**src/logic/adc_seq_pkg.sv**
```systemverilog
// constants for the converter sequencing host
// assumes one 125 MHz system clock; device pins sampled through synchronisers
// Contract
// - after standby release, wait 100 us before any conversion start
// - if standby-exit delay is missed, discard first result or reset
// - leaving shutdown, wait 50 ms after standby rise before reset rises
// - hold reset high at least 50 ns during shutdown exit
// - after reset falls, wait 25 us before any conversion start
// - no oversampling, parallel or dual-line-during: cycle at least 3 us
// - no oversampling, dual-line serial after conversion: cycle 3.8 us
// - no oversampling, single-line serial after conversion: cycle 5.5 us
// - chip select falls no later than read strobe falls
// - read strobe rises no later than chip select rises
// - at least 1 us acquisition from busy fall to next start rise
package adc_seq_pkg;
  localparam int CLK_MHZ        = 125;
  localparam int CLK_PERIOD_NS  = 8;
  localparam int STANDBY_N_EXIT_US   = 100;
  localparam int SD_RST_MS      = 50;
  localparam int RST_HIGH_NS    = 50;
  localparam int RST_CONV_US    = 25;
  localparam int ACQ_US         = 1;
  localparam int CYC_PAR_NS     = 3000;
  localparam int CYC_SER2_NS    = 3800;
  localparam int CYC_SER1_NS    = 5500;
  localparam int STROBE_NS      = 15;
  // least times round up to whole cycles
  localparam int STANDBY_N_EXIT_CYC  = STANDBY_N_EXIT_US * CLK_MHZ;
  localparam int SD_RST_CYC     = SD_RST_MS * 1000 * CLK_MHZ;
  localparam int RST_HIGH_CYC   =
    (RST_HIGH_NS + CLK_PERIOD_NS - 1) / CLK_PERIOD_NS;
  localparam int RST_CONV_CYC   = RST_CONV_US * CLK_MHZ;
  localparam int ACQ_CYC        = ACQ_US * CLK_MHZ;
  localparam int CYC_PAR_CYC    =
    (CYC_PAR_NS + CLK_PERIOD_NS - 1) / CLK_PERIOD_NS;
  localparam int CYC_SER2_CYC   =
    (CYC_SER2_NS + CLK_PERIOD_NS - 1) / CLK_PERIOD_NS;
  localparam int CYC_SER1_CYC   =
    (CYC_SER1_NS + CLK_PERIOD_NS - 1) / CLK_PERIOD_NS;
  localparam int STROBE_CYC     =
    (STROBE_NS + CLK_PERIOD_NS - 1) / CLK_PERIOD_NS;
  localparam int CNT_W          = 24;
  localparam int NUM_CH         = 4;
  localparam int WORD_W         = 16;
  localparam logic [1:0] READ_PAR  = 2'h0;
  localparam logic [1:0] READ_SER2 = 2'h1;
  localparam logic [1:0] READ_SER1 = 2'h2;
  typedef enum logic [3:0] {
    S_OFF, S_WAKE, S_RST_WAIT, S_RST_HIGH, S_RST_SETTLE, S_IDLE,
    S_CONV, S_CS, S_RD_LOW, S_RD_HIGH, S_CS_HIGH, S_CYC
  } seq_state_e;
endpackage

```
**src/logic/adc_result_mem.sv**
```systemverilog
// four-word result store for one conversion frame
// assumes one writer and one reader on the same clock
`timescale 1ns/1ps
module adc_result_mem #(
  parameter int DEPTH = 4,
  parameter int WIDTH = 16
) (
  input  wire logic                     clk_sys,
  input  wire logic                     wrEn,
  input  wire logic [$clog2(DEPTH)-1:0] wrAddr,
  input  wire logic [WIDTH-1:0]         wrData,
  input  wire logic [$clog2(DEPTH)-1:0] rdAddr,
  output logic      [WIDTH-1:0]         rdData
);
  logic [WIDTH-1:0] store [DEPTH];

  always_ff @(posedge clk_sys) begin
    if (wrEn) begin
      store[wrAddr] <= wrData;
    end
  end

  always_ff @(posedge clk_sys) begin
    rdData <= store[rdAddr];
  end
endmodule

```
**src/logic/adc_seq_host.sv**
```systemverilog
// host sequencer: power-up, start, busy wait and separate-strobe parallel read
// assumes busy and data bus come from the converter pins, asynchronous here
`timescale 1ns/1ps
module adc_seq_host
  import adc_seq_pkg::*;
#(
  parameter int WAKE_CYC = SD_RST_CYC,
  parameter int STANDBY_N_CYC = STANDBY_N_EXIT_CYC
) (
  input  wire logic                           clk_sys,
  input  wire logic                           rst_b,
  input  wire logic                           enable,
  input  wire logic                           startReq,
  input  wire logic [1:0]                     readMode,
  input  wire logic                           busyPin,
  input  wire logic [adc_seq_pkg::WORD_W-1:0] parallelDataBus,
  output logic                                standby_n,
  output logic                                resetPin,
  output logic                                conv_start_group_a,
  output logic                                conv_start_group_b,
  output logic                                cs_n,
  output logic                                rd_n,
  output logic                                resultValid,
  output logic [1:0]                          resultChannel,
  output logic [adc_seq_pkg::WORD_W-1:0]      resultData,
  output logic                                ready
);
  import adc_seq_pkg::*;

  seq_state_e       state;
  logic [CNT_W-1:0] timer;
  logic [CNT_W-1:0] cycTimer;
  logic [CNT_W-1:0] acqTimer;
  logic [1:0]       chan;
  logic             busyMeta;
  logic             busySync;
  logic             busyLast;
  logic [WORD_W-1:0] dataMeta;
  logic [WORD_W-1:0] dataSync;
  logic             memWr;
  logic [1:0]       memWrAddr;
  logic [WORD_W-1:0] memRd;
  logic             memRdPend;
  logic             memRdDly;
  logic [1:0]       memRdCh;
  logic             rdRise;

  function automatic logic [CNT_W-1:0] cycle_min(input logic [1:0] mode);
    unique case (mode)
      READ_SER2: cycle_min = CNT_W'(CYC_SER2_CYC);
      READ_SER1: cycle_min = CNT_W'(CYC_SER1_CYC);
      default:   cycle_min = CNT_W'(CYC_PAR_CYC);
    endcase
  endfunction

  // busy and data are the converter's, so two flops before use
  always_ff @(posedge clk_sys or negedge rst_b) begin
    if (!rst_b) begin
      busyMeta <= 1'b0;
      busySync <= 1'b0;
      busyLast <= 1'b0;
      dataMeta <= '0;
      dataSync <= '0;
    end else begin
      busyMeta <= busyPin;
      busySync <= busyMeta;
      busyLast <= busySync;
      dataMeta <= parallelDataBus;
      dataSync <= dataMeta;
    end
  end

  // cycle period counter restarts at each start edge
  always_ff @(posedge clk_sys or negedge rst_b) begin
    if (!rst_b) begin
      cycTimer <= '0;
    end else if (state == S_IDLE && enable && startReq
                 && cycTimer >= cycle_min(readMode)
                 && acqTimer >= CNT_W'(ACQ_CYC)) begin
      cycTimer <= CNT_W'(1);
    end else if (cycTimer != {CNT_W{1'b1}}) begin
      cycTimer <= cycTimer + CNT_W'(1);
    end
  end

  // acquisition counter restarts at busy fall
  always_ff @(posedge clk_sys or negedge rst_b) begin
    if (!rst_b) begin
      acqTimer <= {CNT_W{1'b1}};
    end else if (busyLast && !busySync) begin
      acqTimer <= '0;
    end else if (acqTimer != {CNT_W{1'b1}}) begin
      acqTimer <= acqTimer + CNT_W'(1);
    end
  end

  always_ff @(posedge clk_sys or negedge rst_b) begin
    if (!rst_b) begin
      state              <= S_OFF;
      timer              <= '0;
      standby_n          <= 1'b0;
      resetPin           <= 1'b0;
      conv_start_group_a <= 1'b0;
      conv_start_group_b <= 1'b0;
      cs_n               <= 1'b1;
      rd_n               <= 1'b1;
      chan               <= '0;
      ready              <= 1'b0;
    end else begin
      timer <= timer + CNT_W'(1);
      unique case (state)
        S_OFF: begin
          if (enable) begin
            standby_n <= 1'b1;
            timer     <= '0;
            state     <= S_WAKE;
          end
        end
        S_WAKE: begin
          // reference settle; covers the standby-exit delay too
          if (timer >= CNT_W'(WAKE_CYC - 1)
              && timer >= CNT_W'(STANDBY_N_CYC - 1)) begin
            resetPin <= 1'b1;
            timer    <= '0;
            state    <= S_RST_HIGH;
          end
        end
        S_RST_HIGH: begin
          if (timer >= CNT_W'(RST_HIGH_CYC - 1)) begin
            resetPin <= 1'b0;
            timer    <= '0;
            state    <= S_RST_SETTLE;
          end
        end
        S_RST_SETTLE: begin
          // reset always issued, so no first result needs dropping
          if (timer >= CNT_W'(RST_CONV_CYC - 1)) begin
            ready <= 1'b1;
            state <= S_IDLE;
          end
        end
        S_IDLE: begin
          if (!enable) begin
            standby_n <= 1'b0;
            ready     <= 1'b0;
            state     <= S_OFF;
          end else if (startReq && cycTimer >= cycle_min(readMode)
                       && acqTimer >= CNT_W'(ACQ_CYC)) begin
            conv_start_group_a <= 1'b1;
            conv_start_group_b <= 1'b1;
            ready <= 1'b0;
            timer <= '0;
            state <= S_CONV;
          end
        end
        S_CONV: begin
          if (timer >= CNT_W'(STROBE_CYC - 1)) begin
            conv_start_group_a <= 1'b0;
            conv_start_group_b <= 1'b0;
          end
          // busy fall means all four results can be read
          if (timer > CNT_W'(STROBE_CYC + 2) && !busySync) begin
            conv_start_group_a <= 1'b0;
            conv_start_group_b <= 1'b0;
            cs_n  <= 1'b0;
            chan  <= '0;
            state <= S_CS;
          end
        end
        S_CS: begin
          rd_n  <= 1'b0;
          timer <= '0;
          state <= S_RD_LOW;
        end
        S_RD_LOW: begin
          // extra cycles cover the two-flop data path
          if (timer >= CNT_W'(STROBE_CYC + 2)) begin
            rd_n  <= 1'b1;
            timer <= '0;
            state <= S_RD_HIGH;
          end
        end
        S_RD_HIGH: begin
          if (timer >= CNT_W'(STROBE_CYC - 1)) begin
            if (chan == 2'(NUM_CH - 1)) begin
              cs_n  <= 1'b1;
              state <= S_CYC;
            end else begin
              chan  <= chan + 2'h1;
              rd_n  <= 1'b0;
              timer <= '0;
              state <= S_RD_LOW;
            end
          end
        end
        S_CYC: begin
          ready <= 1'b1;
          state <= S_IDLE;
        end
        default: state <= S_OFF;
      endcase
    end
  end

  assign rdRise = (state == S_RD_LOW) && (timer >= CNT_W'(STROBE_CYC + 2));

  // capture word while strobe is still low
  always_ff @(posedge clk_sys or negedge rst_b) begin
    if (!rst_b) begin
      memWr     <= 1'b0;
      memWrAddr <= '0;
    end else begin
      memWr     <= rdRise;
      memWrAddr <= chan;
    end
  end

  logic [WORD_W-1:0] capData;
  always_ff @(posedge clk_sys or negedge rst_b) begin
    if (!rst_b) begin
      capData <= '0;
    end else if (rdRise) begin
      capData <= dataSync;
    end
  end

  adc_result_mem #(.DEPTH(NUM_CH), .WIDTH(WORD_W)) uMem (
    .clk_sys (clk_sys),
    .wrEn    (memWr),
    .wrAddr  (memWrAddr),
    .wrData  (capData),
    .rdAddr  (memWrAddr),
    .rdData  (memRd)
  );

  // words stream out one per channel after store
  always_ff @(posedge clk_sys or negedge rst_b) begin
    if (!rst_b) begin
      memRdPend     <= 1'b0;
      memRdDly      <= 1'b0;
      memRdCh       <= '0;
      resultValid   <= 1'b0;
      resultChannel <= '0;
      resultData    <= '0;
    end else begin
      // the store read lags its write by a cycle, so wait one more
      memRdPend     <= memWr;
      memRdDly      <= memRdPend;
      memRdCh       <= memWrAddr;
      resultValid   <= memRdDly;
      if (memRdDly) begin
        resultChannel <= memRdCh;
        resultData    <= memRd;
      end
    end
  end

  property p_cs_before_rd;
    @(posedge clk_sys) disable iff (!rst_b) !rd_n |-> !cs_n;
  endproperty
  a_cs_before_rd: assert property (p_cs_before_rd)
    else $error("read strobe low without chip select");
  property p_rd_before_cs;
    @(posedge clk_sys) disable iff (!rst_b) $rose(cs_n) |-> rd_n && $past(rd_n);
  endproperty
  a_rd_before_cs: assert property (p_rd_before_cs)
    else $error("chip select rose first");
  property p_rst_width;
    @(posedge clk_sys) disable iff (!rst_b) $rose(resetPin) |-> resetPin[*7];
  endproperty
  a_rst_width: assert property (p_rst_width)
    else $error("reset pulse short");
  property p_start_acq;
    @(posedge clk_sys) disable iff (!rst_b)
      $rose(conv_start_group_a) |-> $past(acqTimer) >= CNT_W'(ACQ_CYC);
  endproperty
  a_start_acq: assert property (p_start_acq)
    else $error("acquisition too short");
  property p_start_cycle;
    @(posedge clk_sys) disable iff (!rst_b) $rose(conv_start_group_a)
      |-> $past(cycTimer) >= cycle_min($past(readMode));
  endproperty
  a_start_cycle: assert property (p_start_cycle)
    else $error("cycle too short");
  property p_start_pair;
    @(posedge clk_sys) disable iff (!rst_b)
      conv_start_group_a == conv_start_group_b;
  endproperty
  a_start_pair: assert property (p_start_pair)
    else $error("start lines split");
endmodule

```
**config.mk**
```make
export PLATFORM = sky130hd
export DESIGN_NAME = adc_seq_host
export DESIGN_NICKNAME = d
export VERILOG_FILES = /design/src/logic/adc_seq_pkg.sv /design/src/logic/adc_result_mem.sv /design/src/logic/adc_seq_host.sv
export SDC_FILE = /design/constraint.sdc
export NUM_CORES = 1
export LEC_CHECK = 0
export BUFFER_PORTS_ARGS = -buffer_cell sky130_fd_sc_hd__buf_2
export CAP_MARGIN = 20
export CELL_PAD_IN_SITES_DETAIL_PLACEMENT = 1
export CELL_PAD_IN_SITES_GLOBAL_PLACEMENT = 2
export CORE_MARGIN = 1
export CORE_UTILIZATION = 46
export DETAILED_ROUTE_END_ITERATION = 12
export PLACE_DENSITY_LB_ADDON = 0.15
export SETUP_SLACK_MARGIN = 0.5
export SLEW_MARGIN = 40
export SYNTH_ARGS = -nofsm -noshare
export SYNTH_HDL_FRONTEND = slang
export SYNTH_SLANG_ARGS = --single-unit
```
**constraint.sdc**
```tcl
create_clock -name clk_sys -period 5.11 [get_ports clk_sys]
set_input_delay 0.511 -clock clk_sys [delete_from_list [all_inputs] [get_ports clk_sys]]
set_output_delay 0.511 -clock clk_sys [all_outputs]
set_load 0.1 [all_outputs]
```
# == Yosys cells after proc, flatten, opt, wreduce, memory -nomap -nowiden ==
# Memories as Yosys holds them, arrays and structs flattened. A register that Yosys moved wholly into a read port is not among the register bits.
# Cells that the tools add are included.
# classes
add_sub_neg,4
n_lt_le_gt_ge,10
eq_ne,28
mux,56
n_reduce_logical,28
# ops
op,n
$mux W24,14
$pmux W24 S7,1
$add A24 B1 Y24 const B,3
$ge A24 B24 Y1,2
$ge A24 B3 Y1 const B,2
$ne A24 B24 Y1 const B,2
$pmux W4 S10,1
$mux W4,9
$ge A24 B1 Y1 const B,1
$ge A24 B12 Y1 const B,1
$ge A24 B14 Y1 const B,1
$ge A24 B23 Y1 const B,1
$ge A24 B7 Y1 const B,1
$gt A24 B3 Y1 const B,1
$ne A2 B2 Y1 const B,10
$pmux W10 S2,1
$mux W1,19
$eq A4 B3 Y1 const B,4
$reduce_and A4 Y1,4
$eq A4 B4 Y1 const B,3
$reduce_bool A2 Y1,6
$logic_and A1 B1 Y1,10
$reduce_and A3 Y1,3
$mux W2,4
other kinds (15),22
# word_totals
regBits,161
mem_bits_rw,64
out_inout_bits,26
word_cells,152
memories,1
# memory_table
name,words,width,rd,rd_clocked_by_memory_dff,wr,line_no,rtl
uMem.store,4,16,1,1,1,adc_result_mem.sv:15,logic [WIDTH-1:0] store [DEPTH];

# == Depth between registers and ports, before layout ==
# depth
ltp_word,10
depth_mapped,12
depth_no_buf,11

# == Cells and area by module ==
# From an unflattened synthesis, not the netlist that was laid out.
# hier_totals
hier_cells,812
area_unflattened_um2,10094.7
# by_module_without_submodules
mod,n_inst,cells_per_inst,area_per_inst_um2
adc_seq_host,1,708,7397.1
adc_result_mem,1,104,2697.6

# == Least setup slack after synthesis ==
# Ideal clock, no wire load.
# synth_timing
kind,input to register
from,input readMode[0]
to,register state[0]
arrival_ps,2555
required_ps,4983
path_slack_ps,2428
stages,11
path_buffers,0
path_cell_list,inv_1 ha_1 inv_1 ha_1 nand2b_1 a2111o_1 a21oi_1 a311oi_2 o2111ai_2 mux2i_1 nor3_2
# synth_between
elab_chain_cells,9
# synth_rtl
element,line_no,rtl
from (decl),adc_seq_host.sv:14,"input wire logic [1:0] readMode,"
$eq A2 B2 Y1 or $eq A2 B1 Y1 (tied branches),adc_seq_host.sv:49,unique case (mode)
$pmux W10 S2 (*),adc_seq_host.sv:49,
$mux W24 (*),adc_seq_host.sv:143,if (!enable) begin
$mux W24 (*),adc_seq_host.sv:111,unique case (state)
$ge A24 B24 Y1 (*),adc_seq_host.sv:147,end else if (startReq && cycTimer >= cycle_min(readMode)
$logic_and A1 B1 Y1 (*),adc_seq_host.sv:147,
$logic_and A1 B1 Y1 (*),adc_seq_host.sv:148,&& acqTimer >= CNT_W'(ACQ_CYC)) begin
$ne A3 B2 Y1 (no source line) (*),n/a,
$reduce_and A8 Y1 (no source line) (*),n/a,
to (signal assigned),adc_seq_host.sv:146,state <= S_OFF;
to (signal assigned),adc_seq_host.sv:153,state <= S_CONV;
to (signal assigned),adc_seq_host.sv:167,state <= S_CS;
to (decl),adc_seq_host.sv:30,seq_state_e state;
# Mark *: on every way between the ends. The rest lies on a longest branch, timed or not. The select of a mux whose other input is x is not followed.
# A chain may end at the register's enable or synchronous reset.

# == Worst setup path in the final report ==
# layout_timing
from,register acqTimer[0]
to,register timer[9]
# layout_between
elab_chain_cells,5
# layout_rtl
element,line_no,rtl
from (decl),adc_seq_host.sv:33,logic [CNT_W-1:0] acqTimer;
from (signal assigned),adc_seq_host.sv:89,acqTimer <= {CNT_W{1'b1}};
from (signal assigned),adc_seq_host.sv:93,acqTimer <= acqTimer + CNT_W'(1);
$ge A24 B7 Y1,adc_seq_host.sv:148,
$logic_and A1 B1 Y1,adc_seq_host.sv:148,
$mux W24,adc_seq_host.sv:147,
$mux W24,adc_seq_host.sv:143,
$pmux W24 S7,adc_seq_host.sv:111,
to (signal assigned),adc_seq_host.sv:110,timer <= timer + CNT_W'(1);
to (decl),adc_seq_host.sv:31,logic [CNT_W-1:0] timer;
# No other way between the ends.

==> impl_metrics.json <==
{
  "layout_setup_ws_ns": 2.323,
  "drive_gt1_frac": 0.2422,
  "tritoncts": "built",
  "async_flop_share": 0.6680,
  "rr_startpoint": "acqTimer[0]",
  "clock_skew_ns": 0.01410,
  "cts_buffers": 26,
  "n_antenna_cell": 0,
  "gr-total-overflow": 0,
  "final_cell_mix": "dfrtp_1 (133), nor2_1 (93), edfxtp_1 (64)",
  "p_per_area_mw_per_mm2": 488.3,
  "path_delay_family": "simple AND/OR/NAND/NOR gates",
  "dpl.cell_count": 1089,
  "drc": 0,
  "synth_fp_nets": 829,
  "rows": 53,
  "p_sw_uw": 1866,
  "p_int_uw": 3770,
  "startpoint_type": "flop",
  "crit_chain": "inv_1, ha_1, nor2b_1, nor3_1, o31ai_1, a311oi_2, nor3_2, nor3b_4, buf_4, buf_6, nor2_1",
  "die_y_um": 150.1,
  "coreArea_sq_mm": 0.02129,
  "r2r_slack_ns": 2.32,
  "finalPower_uw": 5636,
  "routed_via_density": 5.490,
  "dr.pass1.iters": 4,
  "fin_setup_tns_ns": 0,
  "yosysWarnings": 0,
  "finalCriticalPeriod_ns": 2.787,
  "totalWireLength_um": 21910,
  "cts_root_buf": "clkbuf_16",
  "first_iter_violations": 208,
  "max_stage_delay_ns": 0.58,
  "min_path_cells": 1,
  "synth_area_sq_mm": 0.01009,
  "postSynthAreaPerCell_sq_um": 12.83,
  "synthFlopType": "dfrtp_1",
  "die_w_um": 150.1,
  "reg2reg_depth": 11,
  "fillers": 2159,
  "wl_per_cell_um": 19.26,
  "min_period_over_period": 0.5455,
  "ys_seq_elements": 241,
  "crit_type": "reg -> reg",
  "num_vias": 6248,
  "clk_pin_slew_ns": 0.06,
  "max_slew_margin": 0.5082,
  "final_nets": 886,
  "grt_pass1_wl_um": 36500,
  "arrival_ns": 3.21,
  "antenna_found_initial": 0,
  "grt_max_degree": 69,
  "yosysUniqueCellTypes": 69,
  "tightest_slew_ns": 0.7336,
  "finalMaxSlewViolations": 0,
  "crit-reg2reg-capture": "timer[9]",
  "worst-path-max-fanout": 9,
  "ant_nets": 0,
  "setup.worst_path.end_class": "flop",
  "pre_cts_ws_ns": 1.773,
  "hold_class": "in -> reg",
  "min_to": "dataMeta[6]",
  "cts.sinks": 241,
  "synth_edf_count": 64,
  "p_leak_uw": 0.004544,
  "max_cap_violations": 0,
  "cpMaxStageDelayCell": "dfstp_2",
  "rsz0062_at_grt": "no",
  "io_buffers": 48,
  "p_seq_frac": 0.442,
  "switching_share": 0.3312,
  "hold_viol_final": 0,
  "io_pins": 49,
  "clock_path_buffers": 3,
  "clock_latency_ns": 0.53,
  "setup_viol": 0,
  "track_usage": 0.2070,
  "max_freq_ghz": 0.3588,
  "cts-resized-gates": 0,
  "clockPowerShare": 0.335,
  "cts_max_level": 1,
  "required_ns": 5.53,
  "peakVddDrop_v": 0.0002709,
  "status": "complete, no violations",
  "holdWs_ns": 0.07939,
  "combinationalPowerShare": 0.223,
  "gp_congestion": 0.8277,
  "dp_hpwl_um": 14160,
  "die_area_sq_mm": 0.02253,
  "hold_start": "parallelDataBus[6]",
  "postCtsSetupBuffers": 0,
  "ys_seq_area_frac": 0.6249,
  "postCtsHoldBufs": 1,
  "critical_path_buf_inv_count": 3,
  "start_util": 0.4739,
  "layout_commonest_cell": "dfrtp_1",
  "grt_pass1_vias": 6775,
  "instances_no_fill": 1138,
  "synthCells": 786,
  "area_growth_pct": 14.44
}
-- layer usage --
| metal | wire length [um] | global-route usage | vias up |
|---|---|---|---|
| met1 | 9877 | 0.2771 | 3206 |
| met3 | 651 | 0.02805 | 33 |
| met5 | 0 | 0 | - |
| li1 | - | - | 2914 |
| met4 | 369 | 0.04848 | 0 |
| met2 | 11020 | 0.3569 | 95 |
-- worst max path at each step --
stage	startpoint	end	cells past startpoint
after floorplan	readMode[0]	state[0]	11
after global placement	readMode[0]	timer[4]	11
after detailed placement	readMode[0]	timer[8]	13
after CTS	acqTimer[0]	timer[9]	11
after global routing	acqTimer[0]	timer[12]	11
final	acqTimer[0]	timer[9]	11
-- state kept, by name, summed over array words and instances, names as in the netlist, 2 cells and up --
signal,cells
uMem.store,64
acqTimer,24
cycTimer,24
timer,24
capData,16
dataMeta,16
dataSync,16
resultData,16
uMem.rdData,16
state,4
chan,2
memRdCh,2
memWrAddr,2
resultChannel,2
-- cells by family after synthesis --
group / after synthesis / synth area share
and+or+nand+nor: 295 / 0.1536
buffers and inverters: 50 / 0.02220
adders and majority gates: 20 / 0.02481
muxes: 52 / 0.07566
xor gates and xnor gates: 60 / 0.05210
DFF: 241 / 0.6249
AOI/OAI and AO/OA: 68 / 0.04676
-- synthesized netlist by cell type, types with 3 or more instances --
library cell | count | area, sq um
and3_2 | 3 | 22.52
o31ai_1 | 3 | 22.52
dfstp_2 | 26 | 683.2
edfxtp_1 | 64 | 1922
dfxtp_1 | 16 | 320.3
or3_1 | 5 | 31.28
or4_1 | 3 | 22.52
nor2b_1 | 7 | 43.79
nand2b_1 | 7 | 43.79
nor4_2 | 3 | 37.54
and4_1 | 7 | 61.31
nor2_1 | 95 | 356.6
a22o_1 | 4 | 35.03
o21ai_0 | 19 | 95.09
xor2_1 | 36 | 315.3
inv_1 | 21 | 78.83
dfrtp_1 | 135 | 3378
nor4_1 | 8 | 50.05
buf_4 | 6 | 45.04
a31oi_1 | 6 | 37.54
a21oi_1 | 13 | 65.06
xnor2_1 | 24 | 210.2
clkbuf_1 | 11 | 41.29
and3_1 | 15 | 93.84
mux2_2 | 34 | 382.9
nor3_2 | 4 | 40.04
buf_2 | 10 | 50.05
nand4b_1 | 3 | 26.28
mux4_2 | 16 | 360.4
nand4_1 | 11 | 68.82
ha_1 | 20 | 250.2
nand3_1 | 35 | 175.2
nand2_1 | 53 | 198.9
a21o_1 | 3 | 22.52
nor3_1 | 20 | 100.1
-- cell type report --
type / count / area [sq um] / area share
clock buffers: 34 / 720.7 / 0.06243
clock inverters: 14 / 162.7 / 0.01409
inverters: 21 / 78.83 / 0.006829
multi-input cells: 495 / 3588 / 0.3109
flip-flops and latches: 241 / 6306 / 0.5463
well taps: 275 / 344.1 / 0.02981
repair buffers: 58 / 342.8 / 0.02970
-- power groups by stage --
stage	sequential, uW	combinational [uW]	clock (uW)
3_5_place_dp	2520	1260	0
3_3_place_gp	2490	1180	0
5_1_grt	2530	1360	2010
4_1_cts	2500	1280	1940
6_report	2490	1260	1890
2_1_floorplan	2760	684	0
-- worst register-to-register path, stage by stage, from the launching register on --
cell      delay [ns]
dfstp_2         0.58
inv_1           0.08
ha_1            0.20
nor2b_1         0.12
nor3_1          0.14
o31ai_1         0.19
a311oi_2        0.41
nor3_2          0.11
nor3b_4         0.41
buf_4           0.25
buf_6           0.15
nor2_1          0.05
-- stage by stage --
step,area (sq um),util
2_1_floorplan,10090,-
3_3_place_gp,10580,0.4970
3_5_place_dp,10650,0.5001
4_1_cts,11540,0.5421
5_1_grt,11540,0.5423
6_report,11540,0.5423
No activity file was read; power rests on OpenSTA's default activity.
